`src/include/acc_pkg.sv`:
```
// Package: register map, field layout, reset values and timing for calibration control
package acc_pkg;
    // Register offsets (byte addresses on the plain register port)
    localparam logic [7:0] ADDR_RUN = 8'h61;
    localparam logic [7:0] ADDR_MODE = 8'h62;
    localparam logic [7:0] ADDR_IDLE = 8'h64;
    localparam logic [7:0] ADDR_AVG = 8'h68;
    localparam logic [7:0] ADDR_FLAGS = 8'h6a;
    localparam logic [7:0] ADDR_IRQ_STAT = 8'h70;
    localparam logic [7:0] ADDR_IRQ_MASK = 8'h71;
    localparam logic [7:0] ADDR_SER_EN = 8'h72;
    // Reset values
    localparam logic [7:0] RST_RUN = 8'h01;
    localparam logic [7:0] RST_MODE = 8'h01;
    localparam logic [7:0] RST_IDLE = 8'h02;
    localparam logic [7:0] RST_AVG = 8'h61;
    // Field positions
    localparam int FG_BIT = 0;
    localparam int BG_BIT = 1;
    localparam int FOS_BIT = 2;
    localparam int BOS_BIT = 3;
    localparam int OFFSET_AVERAGING_DEPTH_LSB = 4;
    localparam int LIN_AVG_LSB = 0;
    localparam int STAT_LSB = 2;
    localparam int STOP_BIT = 1;
    localparam int DONE_BIT = 0;
    // Idle sub-converter codes
    localparam logic [1:0] IDLE_FIRST = 2'h0;
    localparam logic [1:0] IDLE_SECOND = 2'h1;
    localparam logic [1:0] IDLE_THIRD = 2'h2;
    // Cycle counts of the stand-in calibration sequencer
    localparam int CLK_MHZ = 25;
    localparam int STEP_NS = 80;
    localparam int STEP_CYC = (STEP_NS * CLK_MHZ + 999) / 1000;
    localparam int BG_PASS_BASE = 16;
    localparam int DIV_RATIO = 4;
    // Sequencer states, Gray coded along the usual path
    typedef enum logic [2:0] {
        ACC_HOLD = 3'b000,
        ACC_FG_LIN = 3'b001,
        ACC_FG_OFS = 3'b011,
        ACC_BG_RUN = 3'b010,
        ACC_DONE = 3'b110
    } acc_state_t;
    // Status codes shown in the status register
    localparam logic [2:0] STAT_HOLD = 3'h0;
    localparam logic [2:0] STAT_FG = 3'h1;
    localparam logic [2:0] STAT_BG = 3'h2;
    localparam logic [2:0] STAT_DONE = 3'h3;
    localparam logic [2:0] STAT_RESERVED = 3'h7;
endpackage : acc_pkg

```
`src/include/acc_seq_if.sv`:
```
// Interface: settings and status between register file and calibration sequencer
`timescale 1ns/1ps
`default_nettype none
interface acc_seq_if;
    logic run;
    logic fg_sel;
    logic bg_sel;
    logic fos_sel;
    logic bos_sel;
    logic [2:0] offset_averaging_depth;
    logic [2:0] lin_avg;
    logic foreground_complete_flag;
    logic stopped;
    logic [2:0] stat;
    logic div_clear;
    modport regs (output run, fg_sel, bg_sel, fos_sel, bos_sel, offset_averaging_depth, lin_avg,
        input foreground_complete_flag, stopped, stat, div_clear);
    modport seq (input run, fg_sel, bg_sel, fos_sel, bos_sel, offset_averaging_depth, lin_avg,
        output foreground_complete_flag, stopped, stat, div_clear);
endinterface : acc_seq_if
`default_nettype wire

```
`src/logic/acc_ctrl.sv`:
```
// Calibration control register group with divider reset and interrupt
//
// Strobed register access was left to the implementer.
`timescale 1ns/1ps
`default_nettype none
module acc_ctrl (
    // Clock, reset, enable
    input wire logic clock,
    input wire logic rst_n,
    input wire logic clk_en,
    // Register port
    input wire logic [7:0] reg_addr,
    input wire logic [7:0] reg_wdata,
    input wire logic reg_wr,
    input wire logic reg_rd,
    output logic [7:0] reg_rdata,
    // Device side
    output logic serial_output_enable,
    output logic div_rst_n,
    output logic [2:0] subconv_enable,
    output logic [1:0] standin_target,
    output logic irq
);
    logic rst_meta_n, rst_sync_n;
    logic run, next_run;
    logic [3:0] mode, next_mode;
    logic [1:0] idle_sel, next_idle_sel;
    logic [2:0] offset_averaging_depth, next_offset_averaging_depth;
    logic [2:0] lin_avg, next_lin_avg;
    logic ser_en, next_ser_en;
    logic [1:0] irq_stat, next_irq_stat;
    logic [1:0] irq_mask, next_irq_mask;
    logic [7:0] next_rdata;
    logic done_q, stop_q;
    logic [1:0] events;
    acc_seq_if sif ();

    // Reset release through two flip-flops
    always_ff @(posedge clock or negedge rst_n) begin
        if (!rst_n) begin
            rst_meta_n <= 1'b0;
            rst_sync_n <= 1'b0;
        end else begin
            rst_meta_n <= 1'b1;
            rst_sync_n <= rst_meta_n;
        end
    end

    // Write decode and sticky event flags
    always_comb begin
        next_run = run;
        next_mode = mode;
        next_idle_sel = idle_sel;
        next_offset_averaging_depth = offset_averaging_depth;
        next_lin_avg = lin_avg;
        next_ser_en = ser_en;
        next_irq_mask = irq_mask;
        next_irq_stat = irq_stat;
        if (reg_wr) begin
            if (reg_addr == acc_pkg::ADDR_RUN) begin
                next_run = reg_wdata[0];
            end else if (reg_addr == acc_pkg::ADDR_MODE) begin
                next_mode = reg_wdata[3:0];
            end else if (reg_addr == acc_pkg::ADDR_IDLE) begin
                next_idle_sel = reg_wdata[1:0];
            end else if (reg_addr == acc_pkg::ADDR_AVG) begin
                next_offset_averaging_depth = reg_wdata[acc_pkg::OFFSET_AVERAGING_DEPTH_LSB +: 3];
                next_lin_avg = reg_wdata[acc_pkg::LIN_AVG_LSB +: 3];
            end else if (reg_addr == acc_pkg::ADDR_IRQ_STAT) begin
                next_irq_stat = irq_stat & ~reg_wdata[1:0];
            end else if (reg_addr == acc_pkg::ADDR_IRQ_MASK) begin
                next_irq_mask = reg_wdata[1:0];
            end else if (reg_addr == acc_pkg::ADDR_SER_EN) begin
                next_ser_en = reg_wdata[0];
            end
        end
        // Set wins over a same-cycle clear
        next_irq_stat = next_irq_stat | events;
    end

    // Rising edges of done and stopped are the events
    assign events = {sif.stopped & ~stop_q, sif.foreground_complete_flag & ~done_q};

    // Read mux; status is read-only, writes there are dropped
    always_comb begin
        next_rdata = 8'h00;
        if (reg_rd) begin
            if (reg_addr == acc_pkg::ADDR_RUN) begin
                next_rdata = {7'h00, run};
            end else if (reg_addr == acc_pkg::ADDR_MODE) begin
                next_rdata = {4'h0, mode};
            end else if (reg_addr == acc_pkg::ADDR_IDLE) begin
                next_rdata = {6'h00, idle_sel};
            end else if (reg_addr == acc_pkg::ADDR_AVG) begin
                next_rdata = {1'b0, offset_averaging_depth, 1'b0, lin_avg};
            end else if (reg_addr == acc_pkg::ADDR_FLAGS) begin
                next_rdata = {3'h0, sif.stat, sif.stopped, sif.foreground_complete_flag};
            end else if (reg_addr == acc_pkg::ADDR_IRQ_STAT) begin
                next_rdata = {6'h00, irq_stat};
            end else if (reg_addr == acc_pkg::ADDR_IRQ_MASK) begin
                next_rdata = {6'h00, irq_mask};
            end else if (reg_addr == acc_pkg::ADDR_SER_EN) begin
                next_rdata = {7'h00, ser_en};
            end
        end
    end

    // Register file flip-flops
    always_ff @(posedge clock or negedge rst_sync_n) begin
        if (!rst_sync_n) begin
            run <= acc_pkg::RST_RUN[0];
            mode <= acc_pkg::RST_MODE[3:0];
            idle_sel <= acc_pkg::RST_IDLE[1:0];
            offset_averaging_depth <= acc_pkg::RST_AVG[acc_pkg::OFFSET_AVERAGING_DEPTH_LSB +: 3];
            lin_avg <= acc_pkg::RST_AVG[acc_pkg::LIN_AVG_LSB +: 3];
            ser_en <= 1'b0;
            irq_stat <= 2'h0;
            irq_mask <= 2'h0;
            reg_rdata <= 8'h00;
            done_q <= 1'b0;
            stop_q <= 1'b0;
        end else if (clk_en) begin
            run <= next_run;
            mode <= next_mode;
            idle_sel <= next_idle_sel;
            offset_averaging_depth <= next_offset_averaging_depth;
            lin_avg <= next_lin_avg;
            ser_en <= next_ser_en;
            irq_stat <= next_irq_stat;
            irq_mask <= next_irq_mask;
            reg_rdata <= next_rdata;
            done_q <= sif.foreground_complete_flag;
            stop_q <= sif.stopped;
        end
    end

    // Settings to the sequencer
    assign sif.run = run;
    assign sif.fg_sel = mode[acc_pkg::FG_BIT];
    assign sif.bg_sel = mode[acc_pkg::BG_BIT];
    assign sif.fos_sel = mode[acc_pkg::FOS_BIT] & mode[acc_pkg::FG_BIT];
    assign sif.bos_sel = mode[acc_pkg::BOS_BIT] & mode[acc_pkg::BG_BIT];
    assign sif.offset_averaging_depth = offset_averaging_depth;
    assign sif.lin_avg = lin_avg;

    acc_seq u_seq (
        .clock(clock),
        .rst_sync_n(rst_sync_n),
        .clk_en(clk_en),
        .sq(sif.seq)
    );

    // Idle sub-converter choice; background keeps all three active
    always_comb begin
        subconv_enable = 3'b111;
        standin_target = 2'h3;
        if (!sif.bg_sel) begin
            case (idle_sel)
                acc_pkg::IDLE_FIRST: begin
                    subconv_enable = 3'b110;
                    standin_target = acc_pkg::IDLE_FIRST;
                end
                acc_pkg::IDLE_SECOND: subconv_enable = 3'b101;
                acc_pkg::IDLE_THIRD: begin
                    subconv_enable = 3'b011;
                    standin_target = acc_pkg::IDLE_THIRD;
                end
                default: subconv_enable = 3'b111; // Reserved code idles none
            endcase
        end
    end

    // Dividers held in reset while calibration is held
    assign div_rst_n = !sif.div_clear;
    // Gate serial enable by run so a wrong host order cannot stream bad data
    assign serial_output_enable = ser_en & run;
    assign irq = |(irq_stat & irq_mask);
endmodule : acc_ctrl
`default_nettype wire

```
`src/logic/acc_seq.sv`:
```
// Calibration sequencer: foreground and background passes with averaging depth
`timescale 1ns/1ps
`default_nettype none
module acc_seq (
    // Clock and reset
    input wire logic clock,
    input wire logic rst_sync_n,
    input wire logic clk_en,
    // Settings and status
    acc_seq_if.seq sq
);
    acc_pkg::acc_state_t state, next_state;
    logic [11:0] cnt, next_cnt;
    logic foreground_complete_flag, next_foreground_complete_flag;
    logic stopped, next_stopped;

    // Pass length grows with the averaging code, so larger codes average more
    function automatic logic [11:0] pass_len(input logic [2:0] code);
        pass_len = 12'(acc_pkg::BG_PASS_BASE << code);
    endfunction : pass_len

    // Next state of the sequencer
    always_comb begin
        next_state = state;
        next_cnt = cnt;
        next_foreground_complete_flag = foreground_complete_flag;
        next_stopped = stopped;
        if (!sq.run) begin
            // Run low returns to hold and clears count and flags
            next_state = acc_pkg::ACC_HOLD;
            next_cnt = 12'h000;
            next_foreground_complete_flag = 1'b0;
            next_stopped = 1'b0;
        end else begin
            case (state)
                acc_pkg::ACC_HOLD: begin
                    next_cnt = 12'h000;
                    if (sq.fg_sel) begin
                        next_state = acc_pkg::ACC_FG_LIN;
                    end else begin
                        next_foreground_complete_flag = 1'b1;
                        next_state = sq.bg_sel ? acc_pkg::ACC_BG_RUN : acc_pkg::ACC_DONE;
                        next_stopped = !sq.bg_sel;
                    end
                end
                acc_pkg::ACC_FG_LIN: begin
                    next_cnt = cnt + 12'h001;
                    if (cnt >= pass_len(sq.lin_avg)) begin
                        next_cnt = 12'h000;
                        // Offset pass only with foreground selected
                        next_state = sq.fos_sel ? acc_pkg::ACC_FG_OFS : acc_pkg::ACC_BG_RUN;
                        if (!sq.fos_sel) begin
                            next_foreground_complete_flag = 1'b1;
                            next_state = sq.bg_sel ? acc_pkg::ACC_BG_RUN : acc_pkg::ACC_DONE;
                            next_stopped = !sq.bg_sel;
                        end
                    end
                end
                acc_pkg::ACC_FG_OFS: begin
                    next_cnt = cnt + 12'h001;
                    if (cnt >= pass_len(sq.offset_averaging_depth)) begin
                        next_cnt = 12'h000;
                        next_foreground_complete_flag = 1'b1;
                        next_state = sq.bg_sel ? acc_pkg::ACC_BG_RUN : acc_pkg::ACC_DONE;
                        next_stopped = !sq.bg_sel;
                    end
                end
                acc_pkg::ACC_BG_RUN: begin
                    // Continuous passes; pass length follows the offset averaging depth when enabled
                    next_cnt = cnt + 12'h001;
                    next_stopped = 1'b0;
                    if (!sq.bg_sel) begin
                        next_state = acc_pkg::ACC_DONE;
                        next_stopped = 1'b1;
                    end else if (cnt >= pass_len((sq.bos_sel) ? sq.offset_averaging_depth : sq.lin_avg)) begin
                        next_cnt = 12'h000;
                    end
                end
                acc_pkg::ACC_DONE: begin
                    if (sq.bg_sel) begin
                        next_state = acc_pkg::ACC_BG_RUN;
                        next_stopped = 1'b0;
                    end
                end
                default: next_state = acc_pkg::ACC_HOLD;
            endcase
        end
    end

    // Sequencer registers
    always_ff @(posedge clock or negedge rst_sync_n) begin
        if (!rst_sync_n) begin
            state <= acc_pkg::ACC_HOLD;
            cnt <= 12'h000;
            foreground_complete_flag <= 1'b0;
            stopped <= 1'b0;
        end else if (clk_en) begin
            state <= next_state;
            cnt <= next_cnt;
            foreground_complete_flag <= next_foreground_complete_flag;
            stopped <= next_stopped;
        end
    end

    // Status outputs
    always_comb begin
        case (state)
            acc_pkg::ACC_HOLD: sq.stat = acc_pkg::STAT_HOLD;
            acc_pkg::ACC_FG_LIN, acc_pkg::ACC_FG_OFS: sq.stat = acc_pkg::STAT_FG;
            acc_pkg::ACC_BG_RUN: sq.stat = acc_pkg::STAT_BG;
            acc_pkg::ACC_DONE: sq.stat = acc_pkg::STAT_DONE;
            default: sq.stat = acc_pkg::STAT_RESERVED;
        endcase
    end
    assign sq.foreground_complete_flag = foreground_complete_flag;
    assign sq.stopped = stopped;
    assign sq.div_clear = !sq.run;
endmodule : acc_seq
`default_nettype wire
```
`config.mk`:
```
export PLATFORM = sky130hd
export DESIGN_NAME = acc_ctrl
export DESIGN_NICKNAME = d
export VERILOG_FILES = /design/src/include/acc_pkg.sv /design/src/include/acc_seq_if.sv /design/src/logic/acc_ctrl.sv /design/src/logic/acc_seq.sv
export SDC_FILE = /design/constraint.sdc
export NUM_CORES = 1
export LEC_CHECK = 0
export ABC_AREA = 0
export BUFFER_PORTS_ARGS = -buffer_cell sky130_fd_sc_hd__buf_2
export CAP_MARGIN = 20
export CORE_UTILIZATION = 65
export CTS_BUF_LIST = sky130_fd_sc_hd__clkbuf_8
export DETAILED_ROUTE_END_ITERATION = 8
export GPL_TIMING_DRIVEN = 0
export PLACE_DENSITY = 0.83
export SYNTH_ARGS = -nofsm -noshare
export SYNTH_HDL_FRONTEND = slang
export SYNTH_HIERARCHICAL = 1
export SYNTH_SLANG_ARGS = --single-unit
```
`constraint.sdc`:
```
create_clock -name clock -period 2.1 [get_ports clock]
set_input_delay 0.315 -clock clock [delete_from_list [all_inputs] [get_ports clock]]
set_output_delay 0.315 -clock clock [all_outputs]
set_load 0.02 [all_outputs]
```
# Word-level counts from Yosys, hierarchy flattened
# Index checks and enable logic that the tools add are counted.
# W data, S select, Z words.
# totals
latch_bits	0
mem_bits_ro	0
mem_count	0
elab_cells	129
out_inout_bits	16
ram_bits	0
reg_bits	47
# classes
add_sub_neg	1
magnitude_cmp	3
bitwise_logic	17
multipliers	0
muxes	50
n_div	0
reduce_logical	15
n_shift	3
n_eq_ne	23
# op_table
cell	n
$eq A8 B7 Y1 const B	8
$mux W12	5
$pmux W12 S4	1
$ge A12 B12 Y1	3
$shl A5 B3 Y12 const A	3
$mux W7	5
$mux W3	10
$mux W2	9
$pmux W3 S5	1
$mux W1	13
$add A12 B1 Y12 const B	1
$ne A3 B3 Y1 const B	4
$pmux W3 S4	1
$reduce_and A6 Y1	2
$reduce_and A5 Y1	2
$pmux W3 S3	1
$reduce_and A9 Y1	1
$not A1 Y1	8
$reduce_and A8 Y1	1
$reduce_and A7 Y1	1
$eq A3 B2 Y1 const B	2
$ne A3 B2 Y1 const B	2
$ne A6 B1 Y1 const B	1
$and A1 B1 Y1	5
other kinds (20)	22

# Longest topological paths before layout
# Gate-level depths: netlist of run 1.
# depth
ltp_word	10
ltp_mapped	12
mapped_depth_nobuf	11

# Cells and area by module
# Netlist of run 1, hierarchy kept.
# modules_own_cells
mod	n_inst	cells_each	seq_area_each_um2	area_each_um2
acc_seq	1	208	425.4	1739.2
acc_ctrl	1	142	733.2	1612.8

# Least setup slack after synthesis of run 1
# Ideal clock, no wire load.
# synth_timing
kind	register -> register
from	reg mode[1]
to	reg u_seq.cnt[9]
setup_ns	0.074
stages_incl_launch_ff	13
setup_slack_ns	-0.584
arrival_ns	2.610
cell_sequence	dfrtp_1 and2_1 mux2i_1 nor2b_1 nand2_1 ha_1 a41oi_1 o21ai_0 a21oi_1 o21ai_0 a211o_1 buf_6 o21ai_2
# synth_via
elab_chain_len	8
# synth_rtl
element	line_no	source
from (decl)	acc_ctrl.sv:26	logic [3:0] mode, next_mode;
from (signal assigned)	acc_ctrl.sv:112	mode <= acc_pkg::RST_MODE[3:0];
from (signal assigned)	acc_ctrl.sv:124	mode <= next_mode;
$and A1 B1 Y1	acc_ctrl.sv:142	assign sif.bos_sel = mode[acc_pkg::BOS_BIT] & mode[acc_pkg::BG_BIT];
named net sif.bos_sel	acc_seq_if.sv:9	logic bos_sel;
$mux W3	acc_seq.sv:75	end else if (cnt >= pass_len((sq.bos_sel) ? sq.offset_averaging_depth : sq.lin_avg)) begin
$shl A5 B3 Y12	acc_seq.sv:19	pass_len = 12'(acc_pkg::BG_PASS_BASE << code);
$ge A12 B12 Y1	acc_seq.sv:75	
$mux W12	acc_seq.sv:75	
$mux W12	acc_seq.sv:72	if (!sq.bg_sel) begin
$pmux W12 S4	acc_seq.sv:35	case (state)
$mux W12	acc_seq.sv:28	if (!sq.run) begin
to (signal assigned)	acc_seq.sv:99	cnt <= next_cnt;
to (decl)	acc_seq.sv:13	logic [11:0] cnt, next_cnt;
# The timed path passes the listed nets, and every way through them passes these cells.
# A chain may end at the register's enable or synchronous reset.

# Worst setup path in the final report of run 1
# layout_timing
from	reg lin_avg[2]
to	reg u_seq.cnt[5]
# layout_via
elab_chain_len	7
# layout_rtl
element	line_no	source
from (decl)	acc_ctrl.sv:29	logic [2:0] lin_avg, next_lin_avg;
from (signal assigned)	acc_ctrl.sv:115	lin_avg <= acc_pkg::RST_AVG[acc_pkg::LIN_AVG_LSB +: 3];
from (signal assigned)	acc_ctrl.sv:127	lin_avg <= next_lin_avg;
$mux W3	acc_seq.sv:75	
$shl A5 B3 Y12	acc_seq.sv:19	
$ge A12 B12 Y1	acc_seq.sv:75	
$mux W12	acc_seq.sv:75	
$mux W12	acc_seq.sv:72	
$pmux W12 S4 (*)	acc_seq.sv:35	
$mux W12 (*)	acc_seq.sv:28	
# Every way passes the cells marked *; elsewhere a longest branch is shown, timed or not.

==> results.ini, run 1 <==
[status]
outcome=complete, but fails checks
violations=negative setup slack

[sta]
max_freq_mhz=374
hold_viol=0
fin_skew_ns=0.00968
setup_slack_ns=-0.571
fin_crit_ns=2.67
finalSetupTns_ns=-8.31
setup_viol=17
period_share=1.27
rsz0062_at_grt=yes
drv_slew=0

[die]
rows=25
fp.dieW_um=73.8
die_area_um2=5450
pin_count=37
initial_core_util=0.691
fp.coreArea_um2=4850
die_height_um=73.8

[placed_design]
dp_slack_ns=-0.646
io_buffers=34
gp_congestion=0.896
dp.cells=452
dp_hpwl_mm=5.74

[detailed_routing]
drt_wl_total_mm=7.99
drt_first_pass_iters=5
viasPerCell=6.17
routedWlPerCell_um=16.9
drtIter0Drc=162
antenna_left=0
drt_drc_violations_left=0
vias=2913

[worst_setup_path]
crit_path_end_kind=register
critPathKind=reg2reg
worstSetupStartpointType=register
cp.required_ns=2.33
cp.arrival_ns=2.90
cp_max_fo=9

[clocking]
htreeDepth=2
clock-sinks=46
cts-root-buf=clkbuf_8
numCtsBuffers=5
clk_latency_ns=0.30
cts_max_path_buffers=2
cts.clk_slew.worst_paths_ns=0.09
cts_tree=done

[synthesis]
ys.flop_type=dfrtp_1
syn_inst=350
synth_mux_area_frac=0.0780
synth_fa_ha_area_frac=0.0971
synthArstFlopShare=1.00
syn_area_per_cell_um2=9.58
netlist.area_leader.share=0.299
synth_area_leader_cell=dfrtp_1
synthXorXnorAreaFrac=0.0287
synth_area_um2=3350
synth-seq-cells=46
syn_nets=397
synthTopCellsByArea=dfrtp_1 (30%), ha_1 (9.7%), mux2_2 (5.7%)
synth_compound_area_frac=0.170
synth_edf_count=0
synth_top_family_by_area=simple AND/OR/NAND/NOR gates
ys_seq_area_frac=0.346
yosysWarnings=6
yosys.area_share.simple=0.235
yosysUniqueCellTypes=65

[cells_and_area]
num_antenna_cells=0
fin_nets=451
area_growth_pct=19.1
fillers=308
post-route-util=0.823
drive_gt1_frac=0.333
instances_no_fill=472

[worst_hold_path]
hold_path.class=reg2async

[grt]
grt_max_degree=38
grt.overflow.total=0
antenna_found_initial=0
grt_use_total=0.305
grt_pass1_vias=2560
grt_pass1_wl_mm=12.6

[pwr]
p_leak_nw=1.81
irDropWorstVdd_v=0.000377
p_per_area_nw_per_um2=429

[flow_run]
cap_violations=0

==> registers in the layout, indices dropped and copies added, names as in the netlist, 2 cells and up <==
signal,cells
offset_averaging_depth,3
idle_sel,2
u_seq/state,3
u_seq/cnt,12
irq_mask,2
mode,4
irq_stat,2
reg_rdata,7
lin_avg,3
==> area by class of cell <==
type / instances / area, µm² / share of cell area
clock inverters: 3 / 17.5 / 0.00439
well taps: 67 / 83.8 / 0.0210
inverters: 15 / 56.3 / 0.0141
multi-input cells: 271 / 2180 / 0.547
plain buffers: 16 / 115 / 0.0288
clock buffers: 5 / 68.8 / 0.0172
repair buffers: 49 / 305 / 0.0765
flip-flops and latches: 46 / 1160 / 0.291
==> cell usage after synthesis (3+ instances only) <==
| master | count |
|---|---|
| nand3_1 | 17 |
| xor2_1 | 4 |
| xnor2_1 | 7 |
| a21oi_1 | 7 |
| mux2_2 | 17 |
| nand4_1 | 6 |
| and2_1 | 8 |
| a211oi_2 | 3 |
| dfrtp_1 | 40 |
| a21o_1 | 4 |
| ha_1 | 26 |
| o21ai_0 | 12 |
| nor2b_1 | 10 |
| or3_1 | 3 |
| and3_1 | 7 |
| clkbuf_1 | 10 |
| o21ai_2 | 10 |
| a221o_1 | 3 |
| nand2_1 | 36 |
| a22o_1 | 6 |
| nor2_1 | 17 |
| or3b_2 | 3 |
| inv_1 | 15 |
| a32oi_1 | 3 |
| mux2i_1 | 7 |
| buf_2 | 5 |
| dfstp_2 | 6 |
| o2bb2ai_1 | 3 |
| nand3b_1 | 8 |
| nor4_1 | 3 |
==> worst max-delay path: stages, from the launching register on <==
cell and delay [ns]:
dfrtp_1 0.37, buf_4 0.18, or3b_2 0.45, ha_1 0.22, nor4_1 0.26, a21oi_1 0.14
o21ai_2 0.16, a32oi_1 0.17, a211o_1 0.38, buf_6 0.16, o21ai_2 0.11
==> layer usage <==
layer / vias to the layer above / GRT usage / routed length [µm] / part of all wire
met4: 0 / 0.0620 / 97 / 0.012
li1: 1393 / - / - / -
met2: 104 / 0.474 / 3670 / 0.46
met5: - / 0 / 0 / 0
met3: 9 / 0.0412 / 380 / 0.048
met1: 1407 / 0.454 / 3840 / 0.48
==> cell usage in the layout, fill, tap and decap left out, drive strengths merged, types with 12 or more instances in the layout <==
master,synthesis,final
nor2,17,17
nand2,36,36
ha,26,26
mux2,17,17
nand3,18,18
o21ai,23,23
dfrtp,40,40
clkbuf,10,12
buf,8,57
inv,15,16
==> logic make-up (layout without fill, tap and decap cells) <==
| logic type | after synthesis | count (layout) |
|---|---|---|
| AOI/OAI and AO/OA | 72 | 72 |
| xor gates and xnor gates | 11 | 11 |
| adders and majority gates | 26 | 26 |
| buffers and inverters | 33 | 88 |
| DFF | 46 | 46 |
| muxes | 24 | 24 |
| other | 2 | 2 |
| and+or+nand+nor | 136 | 136 |
==> stage by stage <==
stage          power, mW  area, µm²  hold slack (ns)
2_1_floorplan       1.10       3470           0.0194
3_3_place_gp        1.17       3730            0.101
3_5_place_dp        1.18       3750            0.100
4_1_cts             1.72       3930            0.129
5_1_grt             1.79       3990            0.139
6_report            1.71       3990            0.123
==> worst paths after layout <==
kind / from / end / slack (ns) / cells after the start
setup / recovery: lin_avg[2] / u_seq/cnt[5] / -0.57 / 10
hold / removal: rst_sync_n / u_seq/state[1] / 0.12 / 0
setup reg to reg: lin_avg[2] / u_seq/cnt[5] / -0.57 / 10
hold reg to reg: rst_sync_n / u_seq/state[1] / 0.12 / 0
max in group asynchronous: rst_sync_n / offset_averaging_depth[1] / 1.45 / 1
min in group clock: reg_wdata[6] / offset_averaging_depth[2] / 0.26 / 2
==> power by group <==
| group | internal, mW | switching [mW] | leakage [nW] |
|---|---|---|---|
| combinational | 0.109 | 0.147 | 1.16 |
| clock | 0.230 | 0.294 | 0.0493 |
| sequential | 0.910 | 0.0227 | 0.600 |
| total | 1.25 | 0.463 | 1.81 |
==> what timing repair did <==
item	4_1_cts	5_1_grt
pin swaps	8	5
setup buffers	9	3
hold buffers	1	0
hold endpoints to repair	2	0
gates cloned	1	0
gates resized for setup	6	11
endpoints found under the setup margin	17	17
(Power assumes the default switching activity.)
==> run 2, diff against run 1 <==
--- a/config.mk
+++ b/config.mk
@@ -6,7 +6,7 @@
 export NUM_CORES = 1
 export LEC_CHECK = 0
 export ABC_AREA = 0
-export BUFFER_PORTS_ARGS = -buffer_cell sky130_fd_sc_hd__buf_2
+export BUFFER_PORTS_ARGS = -buffer_cell sky130_fd_sc_hd__buf_4
 export CAP_MARGIN = 20
 export CORE_UTILIZATION = 65
 export CTS_BUF_LIST = sky130_fd_sc_hd__clkbuf_8
==> results.ini, run 2 (same netlist as run 1, synthesis figures left out) <==
[worst_setup_path]
cpMostUsedCell=o21ai_1
cpPeakStageDelay_ns=0.57
cp.required_ns=2.33
cp_max_fo=9
crit_path_end_kind=register
rr_worst_depth=12
worstSetupStartpointType=register
regToRegEndpoint=u_seq/cnt[11]
cp_cell_sequence=clkbuf_8 > mux2i_4 > nor2_2 > nand2_1 > ha_1 > a41oi_2 > o21ai_1 > a21oi_1 > o21ai_1 > a211o_1 > buf_6 > o21ai_2
reg2reg_slack_ns=-0.51
slowest_stage=dfstp_2
critPathKind=reg2reg
cp.arrival_ns=2.84
rr_startpoint=offset_averaging_depth[1]

[clocking]
cts_tree=done
clock-sinks=46
clk_latency_ns=0.31
htreeDepth=2
cts-root-buf=clkbuf_8
cts.clk_slew.worst_paths_ns=0.09
cts_max_path_buffers=2
numCtsBuffers=5

[placed_design]
dp_slack_ns=-0.660
io_buffers=34
dp_hpwl_mm=5.81
dpl_cell_area_um2=3830
gp_congestion=0.934

[detailed_routing]
routedWlPerCell_um=16.8
vias=2903
viasPerCell=6.23
drt_wl_total_mm=7.84
drt_first_pass_iters=5
antenna_left=0
drt_drc_violations_left=0
drtIter0Drc=164

[cells_and_area]
layout_common_cells=buf_4 (42), dfrtp_1 (38), nand2_1 (36), ha_1 (21)
area_growth_pct=20.6
post-route-util=0.834
reg_top3=u_seq/cnt: 12 flops, reg_rdata: 7 flops, mode: 4 flops
final_common_cell=buf_4
seq_area_um2=1160
multiInputGateArea_um2=2200
num_antenna_cells=0
largest_reg_flops=12
final_cell_area_um2=4040
top_register=u_seq/cnt
drive_gt1_frac=0.331
fillers=292
fin_nets=445

[die]
die_height_um=73.8
initial_core_util=0.691
pin_count=37
fp.coreArea_um2=4850
fp.dieW_um=73.8
rows=25
die_area_um2=5450

[pwr]
p_per_area_nw_per_um2=433
irDropWorstVdd_v=0.000572
p_leak_nw=1.80

[status]
outcome=complete, but fails checks
violations=negative setup slack

[sta]
period_share=1.24
drv_slew=0
rsz0062_at_grt=yes
hold_viol=0
setup_viol=17
fin_crit_ns=2.61
setup_slack_ns=-0.509
whs_ns=0.116
max_freq_mhz=383
fin_skew_ns=0.0198

[grt]
grt_max_degree=38
grt_use_total=0.305
grt_pass1_wl_mm=12.6
grt_pass1_vias=2727
antenna_found_initial=0
grt.overflow.total=0

[worst_hold_path]
hold_path.class=reg2async

[flow_run]
cap_violations=0

==> run 2: changes by cell type in the layout (fill, tap and decap cells not counted), sizes merged <==
cell,change
clkbuf,+1
buf,-7
==> run 2: worst max-delay path, delay by kind of cell, from the launching register on <==
family / cells / cell delay, ns
adders and majority gates: 1 / 0.32
DFF: 1 / 0.57
buffers and inverters: 2 / 0.33
muxes: 1 / 0.10
and+or+nand+nor: 2 / 0.27
AOI/OAI and AO/OA: 6 / 0.94
==> run 2: final cells by class <==
cell class	instances	area share
buffer	16	0.0285
clock buffer	5	0.0170
clock inverter	3	0.00464
inverter	15	0.0139
multi-input combinational	271	0.544
sequential	46	0.287
tap	67	0.0207
timing repair buffer	43	0.0845
==> run 2: timing repair <==
item | CTS | global route
buffers inserted | 5 | 1
endpoints found under the hold margin | 2 | 0
gates resized for setup | 7 | 9
endpoints found under the setup margin | 17 | 17
hold buffers | 1 | 0
cloned | 1 | 0
pin swaps | 2 | 8
==> run 2: report_power, final <==
part	internal (mW)	leakage (nW)	total (mW)	switching [mW]
clock network	0.235	0.0483	0.556	0.321
registers	0.910	0.602	0.933	0.0229
logic	0.118	1.15	0.263	0.145
==> run 2: stage by stage <==
| stage | power (mW) | cells | TNS, ns |
|---|---|---|---|
| 2_1_floorplan | 1.10 | 350 | -3.97 |
| 3_3_place_gp | 1.19 | 451 | -8.14 |
| 3_5_place_dp | 1.20 | 452 | -9.34 |
| 4_1_cts | 1.75 | 465 | -7.47 |
| 5_1_grt | 1.82 | 466 | -10.26 |
| 6_report | 1.75 | 466 | -8.07 |
==> run 2: worst max-delay path by stage <==
stage	startpoint	endpoint	slack, ns	cells past startpoint
6_report	offset_averaging_depth[1]	u_seq/cnt[11]	-0.51	12
4_1_cts	offset_averaging_depth[2]	u_seq/cnt[10]	-0.47	10
3_5_place_dp	mode[1]	u_seq/cnt[11]	-0.66	12
2_1_floorplan	mode[1]	u_seq/cnt[0]	-0.31	12
5_1_grt	mode[3]	u_seq/cnt[7]	-0.68	11
3_3_place_gp	mode[1]	u_seq/cnt[9]	-0.56	11
==> run 2: routing by layer <==
metal | GRT usage | vias up | part of all wire
met5 | 0 | - | 0
met4 | 0.0876 | 0 | 0.011
met3 | 0.0562 | 8 | 0.056
met2 | 0.479 | 85 | 0.45
met1 | 0.429 | 1435 | 0.48
li1 | - | 1375 | -
